`config.mk`:
```
export PLATFORM = sky130hd
export DESIGN_NAME = eli_top
export DESIGN_NICKNAME = d
export VERILOG_FILES = /design/src/core/_unused_placeholder_never.sv /design/src/core/eli_pkg.sv /design/src/core/eli_top.sv /design/src/core/eli_jitter_meas.sv
export SDC_FILE = /design/constraint.sdc
export NUM_CORES = 1
export LEC_CHECK = 0
export BUFFER_PORTS_ARGS = -buffer_cell sky130_fd_sc_hd__buf_2
export CORE_ASPECT_RATIO = 1.75
export CORE_MARGIN = 10
export CORE_UTILIZATION = 55
export CTS_CLUSTER_SIZE = 8
export DETAILED_ROUTE_END_ITERATION = 7
export HOLD_SLACK_MARGIN = 0.06
export PLACE_DENSITY = 0.75
export RECOVER_POWER = 25
export SYNTH_ARGS = -nofsm -noshare
export SYNTH_HDL_FRONTEND = slang
export SYNTH_HIERARCHICAL = 1
export SYNTH_SLANG_ARGS = --single-unit
export TNS_END_PERCENT = 50
```
`constraint.sdc`:
```
create_clock -name clock_i -period 7.3 [get_ports clock_i]
set_input_delay 1.46 -clock clock_i [delete_from_list [all_inputs] [get_ports clock_i]]
set_output_delay 1.46 -clock clock_i [all_outputs]
set_load 0.02 [all_outputs]
```
`src/core/_unused_placeholder_never.sv`:
```
/*
  Intentionally empty compilation unit kept out of the design.
  Assumes nothing.
*/

```
`src/core/eli_pkg.sv`:
```
/*
  Constants, register map and carrier types for the E1 line status and
  interrupt block: register indices, bit positions, write masks, reset
  values and the report timing.
  Assumes a 40 MHz system clock and a word-wide Wishbone slave where each
  register index occupies one aligned 32-bit word (byte address = 4*index).
*/
package eli_pkg;

  ////////////////////////////////////////////////////////////////////////////
  // register indices within one link (byte address is four times these)
  localparam logic [7:0] IDX_TX_JIT_CTRL   = 8'h21;
  localparam logic [7:0] IDX_RX_JIT_CTRL   = 8'h27;
  localparam logic [7:0] IDX_COUNTER_CTRL  = 8'h31;
  localparam logic [7:0] IDX_LINE_IRQ_EN   = 8'h33;
  localparam logic [7:0] IDX_ERROR_IRQ_EN  = 8'h34;
  localparam logic [7:0] IDX_EDGE_SELECT   = 8'h35;
  localparam logic [7:0] IDX_LINE_STATUS   = 8'h36;
  localparam logic [7:0] IDX_RX_GAIN       = 8'h37;
  localparam logic [7:0] IDX_TX_JIT_MEAS   = 8'h38;
  localparam logic [7:0] IDX_RX_JIT_MEAS   = 8'h39;
  localparam logic [7:0] IDX_LINE_EVENTS   = 8'h3A;
  localparam logic [7:0] IDX_ERROR_EVENTS  = 8'h3B;
  localparam logic [7:0] IDX_COUNT_HIGH    = 8'h3C;
  localparam logic [7:0] IDX_COUNT_LOW     = 8'h3D;
  // second link copy offset, carried by index bit 8
  localparam logic [8:0] IDX_LINK_STRIDE   = 9'h100;

  ////////////////////////////////////////////////////////////////////////////
  // bit positions
  localparam int BIT_DRIVER_FAIL    = 2;
  localparam int BIT_SIGNAL_LOSS    = 0;
  localparam int BIT_TEMPLATE_LIMIT = 6;
  localparam int BIT_TX_FIFO        = 5;
  localparam int BIT_RX_FIFO        = 4;
  localparam int BIT_EXCESS_ZERO    = 2;
  localparam int BIT_CODE_VIOL      = 1;
  localparam int BIT_COUNT_OVF      = 0;
  localparam int BIT_PEAK_SELECT    = 5;
  localparam int BIT_REPORT_MODE    = 1;
  localparam int BIT_TRANSFER_TRIG  = 0;
  localparam int BIT_EXZ_ENABLE_LO  = 2;

  ////////////////////////////////////////////////////////////////////////////
  // writable and readable bit masks, reset values
  localparam logic [7:0] MASK_LINE_BITS    = 8'h05;
  localparam logic [7:0] MASK_ERROR_BITS   = 8'h77;
  localparam logic [7:0] MASK_COUNTER_CTRL = 8'h5F;
  localparam logic [7:0] MASK_JIT_CTRL     = 8'h20;
  localparam logic [7:0] RESET_BYTE        = 8'h00;
  localparam logic [15:0] RESET_COUNT      = 16'h0000;
  localparam logic [1:0] EXZ_COUNT_ENABLE  = 2'h1;

  ////////////////////////////////////////////////////////////////////////////
  // timing
  localparam int CLOCK_HZ          = 40000000;
  localparam int REPORT_PERIOD_MS  = 1000;
  localparam int REPORT_CYCLES     = (CLOCK_HZ / 1000) * REPORT_PERIOD_MS;

  localparam int NUM_LINKS     = 2;
  localparam int SPACING_WIDTH = 7;
  localparam int GAIN_WIDTH    = 5;

  ////////////////////////////////////////////////////////////////////////////
  // line-side inputs of one link
  typedef struct packed {
    logic                     driver_fail_status;
    logic                     signal_loss_status;
    logic [GAIN_WIDTH-1:0]    receive_gain_code;
    logic [SPACING_WIDTH-1:0] tx_pointer_spacing;
    logic [SPACING_WIDTH-1:0] rx_pointer_spacing;
    logic                     pulse_template_limit;
    logic                     tx_jitter_fifo_error;
    logic                     rx_jitter_fifo_error;
    logic                     excess_zero_error;
    logic                     code_violation;
  } eli_line_in_t;

endpackage

```
`src/core/eli_top.sv`:
```
/*
  Two-link E1 line status and interrupt block: live line status, gain and
  jitter readouts, write-one-to-clear event flags, excess-zero counter with
  snapshot, and one interrupt output, all behind a classic Wishbone slave.
  Assumes line inputs synchronous to clock_i, event inputs as one-cycle
  pulses, and a master that holds each request until it sees ack.
*/
// Our own choice: register access over Wishbone.
module eli_top
  import eli_pkg::*;
#(
  parameter int REPORT_TICKS = REPORT_CYCLES
) (
  input  wire logic         clock_i,
  input  wire logic         reset_i,
  // wishbone slave
  input  wire logic         wb_cyc_i,
  input  wire logic         wb_stb_i,
  input  wire logic         wb_we_i,
  input  wire logic [10:0]  wb_adr_i,
  input  wire logic [3:0]   wb_sel_i,
  input  wire logic [31:0]  wb_dat_i,
  output logic      [31:0]  wb_dat_o,
  output logic              wb_ack_o,
  // line side
  input  eli_line_in_t      line_i [NUM_LINKS],
  output logic              irq_o
);

  ////////////////////////////////////////////////////////////////////////////
  // w1c update where a new event beats a clear in the same cycle
  function automatic logic [7:0] flag_update(input logic [7:0] old_v,
                                             input logic [7:0] set_v,
                                             input logic [7:0] clr_v,
                                             input logic [7:0] mask_v);
    flag_update = ((old_v & ~clr_v) | set_v) & mask_v;
  endfunction

  // masked write keeps reserved bits at zero
  function automatic logic [7:0] masked_write(input logic [7:0] data_v,
                                              input logic [7:0] mask_v);
    masked_write = data_v & mask_v;
  endfunction

  ////////////////////////////////////////////////////////////////////////////
  // bus decode
  logic        ack_r;
  logic [31:0] dat_r;
  logic        req_new;
  logic        wr_commit;
  logic        rd_commit;
  logic [8:0]  reg_index;
  logic        req_link;
  logic [7:0]  req_local;
  logic [7:0]  wr_byte;
  logic [7:0]  link_rdata [NUM_LINKS];
  logic        link_mapped [NUM_LINKS];
  logic [7:0]  rdata_sel;

  assign reg_index = wb_adr_i[10:2];
  assign req_link  = reg_index[8];
  assign req_local = reg_index[7:0];
  assign req_new   = wb_cyc_i & wb_stb_i & ~ack_r;
  // writes and read side effects land on the edge that ends the cycle
  assign wr_commit = wb_cyc_i & wb_stb_i & ack_r & wb_we_i & wb_sel_i[0];
  assign rd_commit = wb_cyc_i & wb_stb_i & ack_r & ~wb_we_i;
  assign wr_byte   = wb_dat_i[7:0];
  assign rdata_sel = link_mapped[req_link] ? link_rdata[req_link] : 8'h00;

  ////////////////////////////////////////////////////////////////////////////
  // one-second report tick shared by both links
  localparam int TICK_W = $clog2(REPORT_TICKS + 1);
  logic [TICK_W-1:0] tick_cnt_r;
  logic              tick_r;
  logic              tick_wrap;

  assign tick_wrap = (tick_cnt_r == TICK_W'(REPORT_TICKS - 1));

  always_ff @(posedge clock_i) begin
    if (reset_i) begin
      tick_cnt_r <= '0;
      tick_r     <= 1'b0;
    end else begin
      tick_cnt_r <= tick_wrap ? '0 : tick_cnt_r + TICK_W'(1);
      tick_r     <= tick_wrap;
    end
  end

  ////////////////////////////////////////////////////////////////////////////
  // per-link register set and event logic
  logic link_pending [NUM_LINKS];

  for (genvar l = 0; l < NUM_LINKS; l++) begin : g_link
    logic [7:0]  tx_jit_ctrl_r;
    logic [7:0]  rx_jit_ctrl_r;
    logic [7:0]  counter_ctrl_r;
    logic [7:0]  line_irq_en_r;
    logic [7:0]  error_irq_en_r;
    logic [7:0]  edge_select_r;
    logic [7:0]  line_events_r;
    logic [7:0]  error_events_r;
    logic [15:0] exz_count_r;
    logic [15:0] snapshot_r;
    logic        trigger_prev_r;
    logic        driver_fail_prev_r;
    logic        signal_loss_prev_r;
    logic [SPACING_WIDTH-1:0] tx_jit_value;
    logic [SPACING_WIDTH-1:0] rx_jit_value;

    logic        wr_here;
    logic        rd_here;
    logic [7:0]  line_set;
    logic [7:0]  error_set;
    logic [7:0]  line_clr;
    logic [7:0]  error_clr;
    logic        df_rise;
    logic        df_fall;
    logic        los_rise;
    logic        los_fall;
    logic        count_enable;
    logic        count_wrap;
    logic        trigger_rise;
    logic        take_snapshot;
    logic [7:0]  status_byte;
    logic [7:0]  gain_byte;

    assign wr_here = wr_commit & (req_link == 1'(l));
    assign rd_here = rd_commit & (req_link == 1'(l));
    // each link only reacts to accesses addressed to its own copy

    // status edges as seen against last cycle
    assign df_rise  = line_i[l].driver_fail_status & ~driver_fail_prev_r;
    assign df_fall  = ~line_i[l].driver_fail_status & driver_fail_prev_r;
    assign los_rise = line_i[l].signal_loss_status & ~signal_loss_prev_r;
    assign los_fall = ~line_i[l].signal_loss_status & signal_loss_prev_r;

    // edge select widens the trigger to both directions
    always_comb begin
      line_set = 8'h00;
      line_set[BIT_DRIVER_FAIL] = df_rise |
        (edge_select_r[BIT_DRIVER_FAIL] & df_fall);
      line_set[BIT_SIGNAL_LOSS] = los_rise |
        (edge_select_r[BIT_SIGNAL_LOSS] & los_fall);
    end

    // excess-zero counter runs only with the enable code written
    assign count_enable = line_i[l].excess_zero_error &
      (counter_ctrl_r[BIT_EXZ_ENABLE_LO+1:BIT_EXZ_ENABLE_LO] ==
       EXZ_COUNT_ENABLE);
    assign count_wrap   = count_enable & (exz_count_r == 16'hFFFF);

    always_comb begin
      error_set = 8'h00;
      error_set[BIT_TEMPLATE_LIMIT] =
        line_i[l].pulse_template_limit;
      error_set[BIT_TX_FIFO]     = line_i[l].tx_jitter_fifo_error;
      error_set[BIT_RX_FIFO]     = line_i[l].rx_jitter_fifo_error;
      error_set[BIT_EXCESS_ZERO] = line_i[l].excess_zero_error;
      error_set[BIT_CODE_VIOL]   = line_i[l].code_violation;
      error_set[BIT_COUNT_OVF]   = count_wrap;
    end

    // only ones written to a flag clear it, zeros change nothing
    assign line_clr  = (wr_here & (req_local == IDX_LINE_EVENTS)) ?
                       wr_byte : 8'h00;
    assign error_clr = (wr_here & (req_local == IDX_ERROR_EVENTS)) ?
                       wr_byte : 8'h00;

    // snapshot source: one-second tick or trigger rise
    assign trigger_rise  = counter_ctrl_r[BIT_TRANSFER_TRIG] & ~trigger_prev_r;
    assign take_snapshot = counter_ctrl_r[BIT_REPORT_MODE] ?
                           tick_r : trigger_rise;

    //////////////////////////////////////////////////////////////////////////
    // software-written control registers
    always_ff @(posedge clock_i) begin
      if (reset_i) begin
        tx_jit_ctrl_r  <= RESET_BYTE;
        rx_jit_ctrl_r  <= RESET_BYTE;
        counter_ctrl_r <= RESET_BYTE;
        line_irq_en_r  <= RESET_BYTE;
        error_irq_en_r <= RESET_BYTE;
        edge_select_r  <= RESET_BYTE;
      end else if (wr_here) begin
        unique case (req_local)
          IDX_TX_JIT_CTRL:  tx_jit_ctrl_r  <= masked_write(wr_byte,
                                                MASK_JIT_CTRL);
          IDX_RX_JIT_CTRL:  rx_jit_ctrl_r  <= masked_write(wr_byte,
                                                MASK_JIT_CTRL);
          IDX_COUNTER_CTRL: counter_ctrl_r <= masked_write(wr_byte,
                                                MASK_COUNTER_CTRL);
          IDX_LINE_IRQ_EN:  line_irq_en_r  <= masked_write(wr_byte,
                                                MASK_LINE_BITS);
          IDX_ERROR_IRQ_EN: error_irq_en_r <= masked_write(wr_byte,
                                                MASK_ERROR_BITS);
          IDX_EDGE_SELECT:  edge_select_r  <= masked_write(wr_byte,
                                                MASK_LINE_BITS);
          default: ;                             // other indices hold no state
        endcase
      end
    end

    //////////////////////////////////////////////////////////////////////////
    // sticky event flags and edge history
    always_ff @(posedge clock_i) begin
      if (reset_i) begin
        line_events_r      <= RESET_BYTE;
        error_events_r     <= RESET_BYTE;
        driver_fail_prev_r <= 1'b0;
        signal_loss_prev_r <= 1'b0;
      end else begin
        line_events_r  <= flag_update(line_events_r, line_set, line_clr,
                                      MASK_LINE_BITS);
        error_events_r <= flag_update(error_events_r, error_set, error_clr,
                                      MASK_ERROR_BITS);
        driver_fail_prev_r <= line_i[l].driver_fail_status;
        signal_loss_prev_r <= line_i[l].signal_loss_status;
      end
    end

    //////////////////////////////////////////////////////////////////////////
    // excess-zero counter and its snapshot; counter is never reset by a copy
    always_ff @(posedge clock_i) begin
      if (reset_i) begin
        exz_count_r    <= RESET_COUNT;
        snapshot_r     <= RESET_COUNT;
        trigger_prev_r <= 1'b0;
      end else begin
        if (count_enable) begin
          exz_count_r <= exz_count_r + 16'h0001;
        end
        if (take_snapshot) begin
          snapshot_r <= exz_count_r;
        end
        trigger_prev_r <= counter_ctrl_r[BIT_TRANSFER_TRIG];
      end
    end

    //////////////////////////////////////////////////////////////////////////
    // jitter readouts
    eli_jitter_meas #(
      .WIDTH (SPACING_WIDTH)
    ) u_tx_jit (
      .clock_i    (clock_i),
      .reset_i    (reset_i),
      .peak_sel_i (tx_jit_ctrl_r[BIT_PEAK_SELECT]),
      .spacing_i  (line_i[l].tx_pointer_spacing),
      .clear_i    (wr_here & (req_local == IDX_TX_JIT_MEAS) &
                   (|wr_byte)),
      .read_i     (rd_here & (req_local == IDX_TX_JIT_MEAS)),
      .value_o    (tx_jit_value)
    );

    eli_jitter_meas #(
      .WIDTH (SPACING_WIDTH)
    ) u_rx_jit (
      .clock_i    (clock_i),
      .reset_i    (reset_i),
      .peak_sel_i (rx_jit_ctrl_r[BIT_PEAK_SELECT]),
      .spacing_i  (line_i[l].rx_pointer_spacing),
      .clear_i    (wr_here & (req_local == IDX_RX_JIT_MEAS) &
                   (|wr_byte)),
      .read_i     (rd_here & (req_local == IDX_RX_JIT_MEAS)),
      .value_o    (rx_jit_value)
    );

    //////////////////////////////////////////////////////////////////////////
    // read path of this link
    always_comb begin
      status_byte = 8'h00;
      status_byte[BIT_DRIVER_FAIL] = line_i[l].driver_fail_status;
      status_byte[BIT_SIGNAL_LOSS] = line_i[l].signal_loss_status;
    end
    // gain codes above 10101 all stand for the top band
    assign gain_byte = {3'h0, line_i[l].receive_gain_code};

    always_comb begin
      link_mapped[l] = 1'b1;
      unique case (req_local)
        IDX_TX_JIT_CTRL:  link_rdata[l] = tx_jit_ctrl_r;
        IDX_RX_JIT_CTRL:  link_rdata[l] = rx_jit_ctrl_r;
        IDX_COUNTER_CTRL: link_rdata[l] = counter_ctrl_r;
        IDX_LINE_IRQ_EN:  link_rdata[l] = line_irq_en_r;
        IDX_ERROR_IRQ_EN: link_rdata[l] = error_irq_en_r;
        IDX_EDGE_SELECT:  link_rdata[l] = edge_select_r;
        IDX_LINE_STATUS:  link_rdata[l] = status_byte;
        IDX_RX_GAIN:      link_rdata[l] = gain_byte;
        IDX_TX_JIT_MEAS:  link_rdata[l] = {1'b0, tx_jit_value};
        IDX_RX_JIT_MEAS:  link_rdata[l] = {1'b0, rx_jit_value};
        IDX_LINE_EVENTS:  link_rdata[l] = line_events_r;
        IDX_ERROR_EVENTS: link_rdata[l] = error_events_r;
        IDX_COUNT_HIGH:   link_rdata[l] = snapshot_r[15:8];
        IDX_COUNT_LOW:    link_rdata[l] = snapshot_r[7:0];
        default: begin
          link_rdata[l]  = 8'h00;
          link_mapped[l] = 1'b0;
        end
      endcase
    end

    // enabled flags of this link
    assign link_pending[l] =
      (|(line_events_r & line_irq_en_r)) |
      (|(error_events_r & error_irq_en_r));
  end

  ////////////////////////////////////////////////////////////////////////////
  // interrupt output, level while any enabled flag stays set
  logic irq_r;
  logic irq_nxt;

  assign irq_nxt = link_pending[0] | link_pending[1];

  always_ff @(posedge clock_i) begin
    if (reset_i) begin
      irq_r <= 1'b0;
    end else begin
      irq_r <= irq_nxt;
    end
  end

  ////////////////////////////////////////////////////////////////////////////
  // wishbone answer: ack one cycle after the strobe, data latched with it
  always_ff @(posedge clock_i) begin
    if (reset_i) begin
      ack_r <= 1'b0;
      dat_r <= 32'h0000_0000;
    end else begin
      ack_r <= req_new;
      if (req_new) begin
        dat_r <= {24'h00_0000, rdata_sel};
      end
    end
  end

  assign wb_ack_o = ack_r;
  assign wb_dat_o = dat_r;
  assign irq_o    = irq_r;

endmodule

```
`src/core/eli_jitter_meas.sv`:
```
/*
  Jitter readout for one jitter-attenuator FIFO: present pointer spacing
  or peak-to-peak spacing since the last read.
  Assumes spacing arrives synchronous to clock_i and that read and clear
  are one-cycle pulses from the register slave.
*/
module eli_jitter_meas
  import eli_pkg::*;
#(
  parameter int WIDTH = SPACING_WIDTH
) (
  input  wire logic             clock_i,
  input  wire logic             reset_i,
  input  wire logic             peak_sel_i,
  input  wire logic [WIDTH-1:0] spacing_i,
  input  wire logic             clear_i,
  input  wire logic             read_i,
  output logic      [WIDTH-1:0] value_o
);

  logic [WIDTH-1:0] min_r;
  logic [WIDTH-1:0] max_r;
  logic [WIDTH-1:0] value_r;
  logic [WIDTH-1:0] min_nxt;
  logic [WIDTH-1:0] max_nxt;
  logic [WIDTH-1:0] value_nxt;
  logic             restart;

  ////////////////////////////////////////////////////////////////////////////
  // window restarts on read, clear or while in live mode
  assign restart   = clear_i | read_i | ~peak_sel_i;
  assign min_nxt   = restart ? spacing_i :
                     ((spacing_i < min_r) ? spacing_i : min_r);
  assign max_nxt   = restart ? spacing_i :
                     ((spacing_i > max_r) ? spacing_i : max_r);
  // the read returns the value latched a cycle earlier, so the request-cycle sample is lost to this restart
  assign value_nxt = clear_i     ? '0 :
                     ~peak_sel_i ? spacing_i :
                     (max_nxt - min_nxt);

  ////////////////////////////////////////////////////////////////////////////
  // window and readout registers
  always_ff @(posedge clock_i) begin
    if (reset_i) begin
      min_r   <= '0;
      max_r   <= '0;
      value_r <= '0;
    end else begin
      min_r   <= min_nxt;
      max_r   <= max_nxt;
      value_r <= value_nxt;
    end
  end

  assign value_o = value_r;

endmodule

```
Word level (Yosys, flattened, before mapping)
Cells that the tools add are included.
- divide/modulo/power cells: 0
- reduce and logical (&&, ||, !) cells: 23
- bitwise gates (word level): 93
- multipliers: 0
- $lt $le $gt $ge: 9
- equal/unequal tests: 19
- add/sub/neg operators: 7
- shift operators: 0
- mux-type cells: 35
- operators with widths (cell ; number):
    $pmux W8 S14 ; 2
    $mux W7 ; 22
    $eq A8 B6 Y1 const B ; 14
    $and A1 B1 Y1 ; 44
    $reduce_or A8 Y1 ; 5
    $add A16 B1 Y16 const B ; 2
    $eq A16 B16 Y1 const B ; 2
    $mux W8 ; 4
    $and A7 B7 Y7 ; 4
    $gt A7 B7 Y1 ; 4
    $lt A7 B7 Y1 ; 4
    $sub A7 B7 Y7 ; 4
    $add A26 B1 Y26 const B ; 1
    $eq A26 B26 Y1 const B ; 1
    $reduce_and A2 Y1 ; 12
    $not A1 Y1 ; 17
    $or A1 B1 Y1 ; 15
    $not A7 Y7 ; 2
    $or A7 B7 Y7 ; 2
    $reduce_or A14 Y1 ; 1
    $and A3 B3 Y3 ; 4
    $reduce_or A2 Y1 ; 5
    $mux W3 ; 2
    $not A3 Y3 ; 2
    other kinds (5) ; 11
- bits in latches: 0
- ROM bits: 0
- memories: 0
- word-level logic and storage cells: 229
- output and inout bits: 34
- RAM bits: 0
- register bits after elaboration: 243

Longest topological paths before layout
Gate-level depths: netlist (run 1).
- word-level depth: 12
- gate-level depth with buffers: 21

By module
Netlist (run 1), hierarchy kept.
- by module, submodules not included (module ; times used ; area an instance (um^2) ; cells each):
    eli_top ; 1 ; 8034.0 ; 925
    eli_jitter_meas ; 4 ; 1336.3 ; 148

Worst setup path before layout (run 1)
No wires, ideal clock.
- path type: input -> register
- start point: in wb_adr_i[2]
- end point: reg g_link[0].u_tx_jit.value_r[6]
- path slack: 2453 ps
- setup time: 73 ps
- arrival: 4774 ps
- stages on the path: 20
- path through: buf_2 -> buf_6 -> buf_6 -> nor3_1 -> nand2_1 -> nor3_1 -> nor2_1 -> nand2_1 -> o21bai_1 -> mux2i_1 -> ha_1 -> inv_1 -> fa_1 -> a21o_1 -> a21oi_1 -> nand2b_1 -> o2bb2ai_1 -> o21ai_0 -> a211o_1 -> o211ai_2
- word-level cells in the longest chain between the ends: 8
- elaborated cells between the ends (all ways): 11
- those cells by class: 1 x add/sub; 1 x eq/ne; 3 x mux; 5 x bitwise; 1 x reduce/logical
- RTL lines (element ; RTL line ; source):
    start, declared ; eli_top.sv:20 ; input wire logic [10:0] wb_adr_i,
    $eq A8 B6 Y1 * ; eli_top.sv:248, eli_top.sv:250 ;
    $and A1 B1 Y1 (2 in a row) ; eli_top.sv:248 ; .clear_i (wr_here & (req_local == IDX_TX_JIT_MEAS) &
    $or A1 B1 Y1 (2 in a row) ; eli_jitter_meas.sv:31 ; assign restart = clear_i | read_i | ~peak_sel_i;
    $mux W7, on equally long branches ; eli_jitter_meas.sv:34, eli_jitter_meas.sv:32 ;
    $sub A7 B7 Y7 ; eli_jitter_meas.sv:39 ; (max_nxt - min_nxt);
    $mux W7 ; eli_jitter_meas.sv:38 ; ~peak_sel_i ? spacing_i :
    end signal, assigned ; eli_jitter_meas.sv:51 ; value_r <= value_nxt;
    end, declared ; eli_jitter_meas.sv:23 ; logic [WIDTH-1:0] value_r;
Every way passes the cells marked *; elsewhere a longest branch is shown, timed or not.
A chain may end at the register's enable or synchronous reset.

==> flow_metrics.py, run 1 <==
metrics = {
    "clocking": {
        "ctsRootBufferMaster": "clkbuf_16",
        "cts_tree": "built",
        "cts_hold_buf": 0,
        "insertion_delay_ps": 520,
        "clock-sinks": 243,
        "post_cts_resized": 0,
        "clkSlewWorstSetupHoldPaths_ps": 50,
        "cts_buffers": 36,
        "cts.path.max_buffers": 3,
        "postCtsSetupBuffers": 0,
        "h-tree-depth": 2,
    },
    "die": {
        "die-area_mm2": 0.0312,
        "rows": 75,
        "die_y_um": 226,
        "core_mm2": 0.0240,
        "num_io_pins": 138,
        "start_util_pct": 55.7,
        "die_x_um": 138,
    },
    "worst_hold_path": {
        "hold_path.startpoint": "tick_cnt_r[0]",
        "holdPathStages": 1,
        "holdCritPathClass": "flop to flop",
        "min_to": "tick_cnt_r[0]",
    },
    "critical_path": {
        "critical_path_buf_inv_count": 2,
        "worstPathArrival_ps": 6330,
        "worstPathMaxFanout": 63,
        "critical-path-slowest-cell": "clkbuf_1",
        "end_kind": "flop",
        "cp_data_required_time_ps": 7680,
        "worst_r2r_path_depth": 18,
        "cp-start-kind": "primary input",
        "path_class": "primary input to flop",
        "cpLargestDelayFamily": "buffers and inverters",
        "reg2reg_from": "wb_ack_o",
        "reg2reg_setup_slack_ps": 2980,
        "timing.critical_path.mode_cell": "clkbuf_1",
        "r2r_end": "g_link[1].u_tx_jit/value_o[6]",
        "cp_slowest_stage_delay_ps": 2070,
        "path_cells": "clkbuf_1, clkbuf_1, nor2_1, nand3_1, o21bai_1, a22oi_1",
    },
    "sta": {
        "finalCriticalPeriod_ps": 5950,
        "finalCritPeriodShare_pct": 81.6,
        "finalHoldViolCount": 0,
        "tightest_slew_ps": 3450,
        "skew_ps": 30.0,
        "timing.setup.tns_ps": 0,
        "rsz0062_at_grt": "false",
        "setup_viol": 0,
        "final_max_slew_viol_count": 199,
        "timing.final.ws_setup_ps": 1350,
        "timing.slew.headroom_pct": -130,
        "fmax_mhz": 168,
    },
    "finish": {
        "design_area_mm2": 0.0148,
        "drive_gt1_share_pct": 12.2,
        "finish.utilization_pct": 61.7,
        "final_cell_count_no_fill": 1897,
        "syn2layout_area_growth_pct": 10.8,
        "num-nets-final": 1771,
    },
    "logic_synthesis": {
        "synth_top_flop_cell": "dfxtp_1",
        "ys_ff_latch": 243,
        "async_reset_ff_share_pct": 0,
        "yosysSeqAreaShare_pct": 36.4,
        "synth_top_area_cell": "dfxtp_1",
        "synthDistinctLibCells": 79,
        "yosys_warnings": 6,
        "synthCells": 1517,
        "synth_edf_count": 0,
        "postSynthAreaPerCell_um2": 8.82,
        "yosysTopAreaCellShare_pct": 36.4,
        "netlist_top_cells_count": "dfxtp_1, nor2_1, mux2i_1",
        "netlist_area_mm2": 0.0134,
        "yosysMostFrequentCell": "dfxtp_1",
        "ys_top_cells_by_area": "dfxtp_1, mux2i_1, ha_1",
    },
    "drt": {
        "postRouteWirelength_mm": 36.4,
        "vias": 11321,
        "drt_pass1_iterations": 7,
        "vias_per_cell": 5.97,
        "ant_nets": 0,
        "drt_iter0_drc": 907,
        "routedWlPerCell_um": 19.2,
        "drc": 0,
    },
    "global_route": {
        "antenna_found_initial": 9,
        "gr-total-overflow": 0,
        "grt_pass1_vias": 11485,
        "grt_max_degree": 81,
        "grt_pass1_wl_mm": 58.1,
        "grtUsageTotal_pct": 23.2,
    },
    "placement": {
        "placed_cell_area_mm2": 0.0139,
        "numPortBuffers": 84,
        "gp_congestion": 1.01,
        "dp_cells": 1854,
        "place_ws_ps": 1500,
        "place_hpwl_mm": 26.9,
    },
    "flow_run": {
        "maxCapViolCount": 3,
    },
    "pwr": {
        "p_per_area_mw_per_mm2": 215,
        "vdd_ir_drop_max_uv": 155,
        "leakage_nw": 5.99,
    },
    "run_status": {
        "violations": "max-capacitance violations, max-slew violations",
        "outcome": "finished with violations",
    },
}
area by class of cell:
class / instances / area [um^2]
repair buffers: 93 / 478
flip-flops and latches: 243 / 4860
diodes: 4 / 10.0
clock inverters: 1 / 30.0
inverters: 71 / 267
clock buffers: 38 / 930
multi-input cells: 1139 / 7860
fillers: 2127 / 9200
well taps: 308 / 385
flip-flops by register name, summed over array words and instances (netlist names), 8 cells and up:
register,flops
g_link.counter_ctrl_r,12
g_link.error_events_r,12
g_link.error_irq_en_r,12
g_link.exz_count_r,32
g_link.snapshot_r,32
g_link.u_rx_jit/max_r,14
g_link.u_rx_jit/min_r,14
g_link.u_rx_jit/value_o,14
g_link.u_tx_jit/max_r,14
g_link.u_tx_jit/min_r,14
g_link.u_tx_jit/value_o,14
tick_cnt_r,26
wb_dat_o,8
layer usage:
metal  part of all wire [%]  wire length [um]  GRT usage [%]  vias to the layer above
li1                       -                 -              -                     5414
met4                    5.6              2020           13.3                       10
met1                     36             13100           24.6                     5369
met3                    7.4              2710           5.87                      127
met5                   0.17                62              0                        -
met2                     51             18500           40.3                      401
power breakdown:
part | switching (W) | internal, W
Sequential | 0.0000204 | 0.00136
Combinational | 0.000198 | 0.000126
Clock | 0.000561 | 0.000920
Total | 0.000779 | 0.00241
placed cells by master, fill, tap and decap left out, drive strengths merged, types with 17 or more instances in the layout:
master,n
dfxtp,243
nor2,222
mux2i,108
buf,89
nand2,85
ha,79
inv,71
nand3,61
a21oi,60
o21ai,46
nor2b,45
clkbuf,42
mux2,37
xor2,34
nand4,33
xnor2,27
conb,24
nor3,24
a21o,17
worst reg2reg max path: stages, from the launching register on:
cell	delay [ps]
dfxtp_1	370
and4_1	250
and3_1	470
nand2_1	140
nor2_1	250
nor2_1	70
nand2_1	170
o21bai_1	340
mux2i_1	320
ha_1	200
inv_1	70
fa_1	400
a21o_1	180
a21oi_1	200
nand2b_1	160
o2bb2ai_1	140
o21ai_0	150
a211o_1	300
o211ai_2	60
cell families (layout without fill, tap and decap cells):
group / after synthesis / in the layout / synth area share [%]
flops: 243 / 243 / 36.4
fa+ha+maj: 83 / 83 / 7.99
compound gates: 241 / 241 / 12.4
mux: 148 / 148 / 11.7
simple gates: 582 / 582 / 21.9
buf+inv: 158 / 203 / 5.56
other cells: 1 / 28 / 0.0280
xor+xnor: 61 / 61 / 3.99
metrics by stage:
| stage | power (W) | hold slack (ps) |
|---|---|---|
| finish | 0.00319 | 463 |
| CTS | 0.00321 | 467 |
| global placement | 0.00172 | 438 |
| global route | 0.00331 | 490 |
| floorplan | 0.00164 | 426 |
| detailed placement | 0.00173 | 460 |
how the worst max path moves through the flow:
| stage | startpoint | to | slack (ps) | cells past startpoint |
|---|---|---|---|---|
| detailed placement | wb_adr_i[9] | g_link[1].u_tx_jit/value_o[6] | 1500 | 20 |
| floorplan | wb_adr_i[2] | g_link[0].u_tx_jit/value_o[6] | 2450 | 20 |
| CTS | wb_adr_i[9] | g_link[1].u_tx_jit/value_o[6] | 2000 | 20 |
| global placement | wb_adr_i[9] | g_link[1].u_tx_jit/value_o[6] | 1590 | 20 |
| finish | reset_i | wb_dat_o[4] | 1350 | 6 |
| global route | reset_i | wb_dat_o[4] | 900 | 6 |
(Power assumes the default switching activity.)
==> run 2, diff against run 1 <==
Settings changed: CORE_UTILIZATION 55 to 54, PLACE_DENSITY 0.75 to 0.77.
Clock period 7.3 ns to 5.07 ns, I/O delays scaled along.
==> run 2 against run 1 <==
Compared with the run above:
- the flow still finishes with violations (max-capacitance violations, max-slew violations)
- global-route usage fell by 0.72 points
- sequential share of layout area shrank 0.32 points
- highest routed layer unchanged
- clock-buffer cell count decreased by 1
- critical path depth grew 14
- flip-flop and latch count stayed put
- worst setup slack lost 860 ps
- cell count is 1.3% higher
- register-to-register slack got worse by 1900 ps
- largest power group unchanged
- via count increased by 0.96%
- worst hold slack lost 4.3 ps
- design area up 0.99%
==> flow_metrics.py, run 2 (synthesis results as in run 1) <==
metrics = {
    "run_status": {
        "outcome": "finished with violations",
        "violations": "max-capacitance violations, max-slew violations",
    },
    "die": {
        "core_mm2": 0.0245,
        "rows": 76,
        "start_util_pct": 54.5,
        "die_y_um": 228,
        "die_x_um": 139,
        "num_io_pins": 138,
        "die-area_mm2": 0.0317,
    },
    "clocking": {
        "postCtsSetupBuffers": 0,
        "h-tree-depth": 2,
        "cts_tree": "built",
        "clkSlewWorstSetupHoldPaths_ps": 50,
        "ctsRootBufferMaster": "clkbuf_16",
        "cts_buffers": 36,
        "cts_hold_buf": 0,
        "post_cts_resized": 0,
        "clock-sinks": 243,
        "cts.path.max_buffers": 3,
        "insertion_delay_ps": 520,
    },
    "critical_path": {
        "end_kind": "flop",
        "r2r_end": "g_link[0].u_rx_jit/value_o[6]",
        "cp_data_required_time_ps": 5510,
        "cp-start-kind": "primary input",
        "reg2reg_from": "g_link[0].u_rx_jit/max_r[1]",
        "crit_start": "wb_dat_i[1]",
        "reg2reg_setup_slack_ps": 1120,
        "worst_r2r_path_depth": 18,
        "worstPathArrival_ps": 5020,
        "worstPathMaxFanout": 7,
        "path_class": "primary input to flop",
    },
    "global_route": {
        "grt_pass1_vias": 11485,
        "grtUsageTotal_pct": 22.5,
        "antenna_found_initial": 11,
        "grt_pass1_wl_mm": 58.9,
        "gr-total-overflow": 0,
        "grt_max_degree": 67,
    },
    "sta": {
        "finalCriticalPeriod_ps": 4580,
        "finalCritPeriodShare_pct": 90.3,
        "finalHoldViolCount": 0,
        "timing.setup.tns_ps": 0,
        "final_max_slew_viol_count": 67,
        "setup_viol": 0,
        "skew_ps": 19.4,
        "timing.slew.headroom_pct": -111,
        "rsz0062_at_grt": "false",
        "holdWs_ps": 459,
        "tightest_slew_ps": 3160,
        "fmax_mhz": 218,
    },
    "drt": {
        "vias": 11430,
        "vias_per_cell": 5.95,
        "drt_pass1_iterations": 8,
        "drc": 0,
        "ant_nets": 0,
        "routedWlPerCell_um": 19.4,
        "postRouteWirelength_mm": 37.3,
        "drt_iter0_drc": 756,
    },
    "finish": {
        "top_regs": "g_link.exz_count_r x32, g_link.snapshot_r x32, tick_cnt_r x26",
        "final_common_cell": "dfxtp_1",
        "syn2layout_area_growth_pct": 11.9,
        "num-nets-final": 1791,
        "drive_gt1_share_pct": 13.6,
        "design_area_mm2": 0.0150,
        "final_cell_mix": "dfxtp_1, nor2_1, mux2i_1",
    },
    "pwr": {
        "p_switching_w": 0.00114,
        "leakage_nw": 6.09,
        "seq_power_share_pct": 43.6,
        "switching_share_pct": 24.9,
        "combPwrFrac_pct": 10.4,
        "intPower_w": 0.00343,
        "vdd_ir_drop_max_uv": 273,
        "p_per_area_mw_per_mm2": 305,
        "p_clk_share_pct": 46.0,
    },
    "worst_hold_path": {
        "min_to": "wb_dat_o[7]",
        "holdPathStages": 2,
        "hold_path.startpoint": "wb_dat_o[7]",
        "holdCritPathClass": "flop to flop",
    },
    "placement": {
        "numPortBuffers": 84,
        "gp_congestion": 1.04,
        "place_hpwl_mm": 28.2,
        "placed_cell_area_mm2": 0.0140,
    },
    "flow_run": {
        "maxCapViolCount": 1,
    },
}
-- run 2: cell count changes in the layout (fill, tap and decap cells not counted) --
| cell | before | now |
|---|---|---|
| clkinvlp_4 | 0 | 1 |
| buf_2 | 82 | 83 |
| inv_6 | 0 | 2 |
| clkbuf_2 | 0 | 2 |
| buf_4 | 7 | 26 |
| bufinv_16 | 1 | 0 |
| clkbuf_1 | 5 | 2 |
-- run 2: critical path, stage by stage --
cell and delay (ps):
buf_2 170, nor4_1 580, nand2_1 200, nand2_1 130
nor2_1 70, nor2_1 90, nand2_1 150, nor2_1 590
nand2_1 110, o21ai_0 120, ha_1 190, inv_1 60
fa_1 390, a21o_1 180, a21oi_1 230, nand2b_1 150
o2bb2ai_1 120, o21ai_0 130, a211o_1 290, o211ai_2 60
-- run 2: worst max-delay path by stage --
stage	endpoint	depth (start not counted)
final	g_link[0].u_tx_jit/value_o[6]	20
after global routing	g_link[0].u_rx_jit/value_o[6]	6
after CTS	g_link[0].u_tx_jit/value_o[6]	20
after detailed placement	g_link[0].u_tx_jit/value_o[6]	20
after global placement	g_link[0].u_tx_jit/value_o[6]	20
after floorplan	g_link[0].u_tx_jit/value_o[6]	20
-- run 2: metrics by stage --
stage                     setup WS [ps]  cells  util (%)  total power (W)
after global placement              112   1878      57.2          0.00248
after detailed placement            104   1878      57.2          0.00250
after CTS                           614   1918      61.0          0.00460
final                               490   1922      61.0          0.00457
after global routing                223   1922      61.0          0.00473
after floorplan                     669   1540         -          0.00236
-- run 2: cell type report --
cell class / instances / area, um^2
sequential: 243 / 4860
fill: 2155 / 9570
inverter: 71 / 267
multi-input combinational: 1139 / 7860
timing repair buffer: 113 / 628
tap: 312 / 390
antenna: 4 / 10.0
clock inverter: 3 / 25.0
clock buffer: 37 / 926
-- run 2: power groups by stage --
| stage | clock network [W] | logic, W | registers, W |
|---|---|---|---|
| 2_1_floorplan | 0 | 0.000338 | 0.00202 |
| 3_3_place_gp | 0 | 0.000454 | 0.00203 |
| 3_5_place_dp | 0 | 0.000469 | 0.00203 |
| 4_1_cts | 0.00214 | 0.000472 | 0.00199 |
| 5_1_grt | 0.00221 | 0.000527 | 0.00199 |
| 6_report | 0.00210 | 0.000476 | 0.00199 |
-- run 2: layer usage --
| layer | routed length, um | track usage [%] | part of all wire, % |
|---|---|---|---|
| met1 | 13300 | 23.0 | 35 |
| met2 | 19200 | 40.4 | 51 |
| met3 | 2600 | 5.32 | 7.0 |
| met4 | 2220 | 13.5 | 5.9 |
| met5 | 90 | 0 | 0.24 |
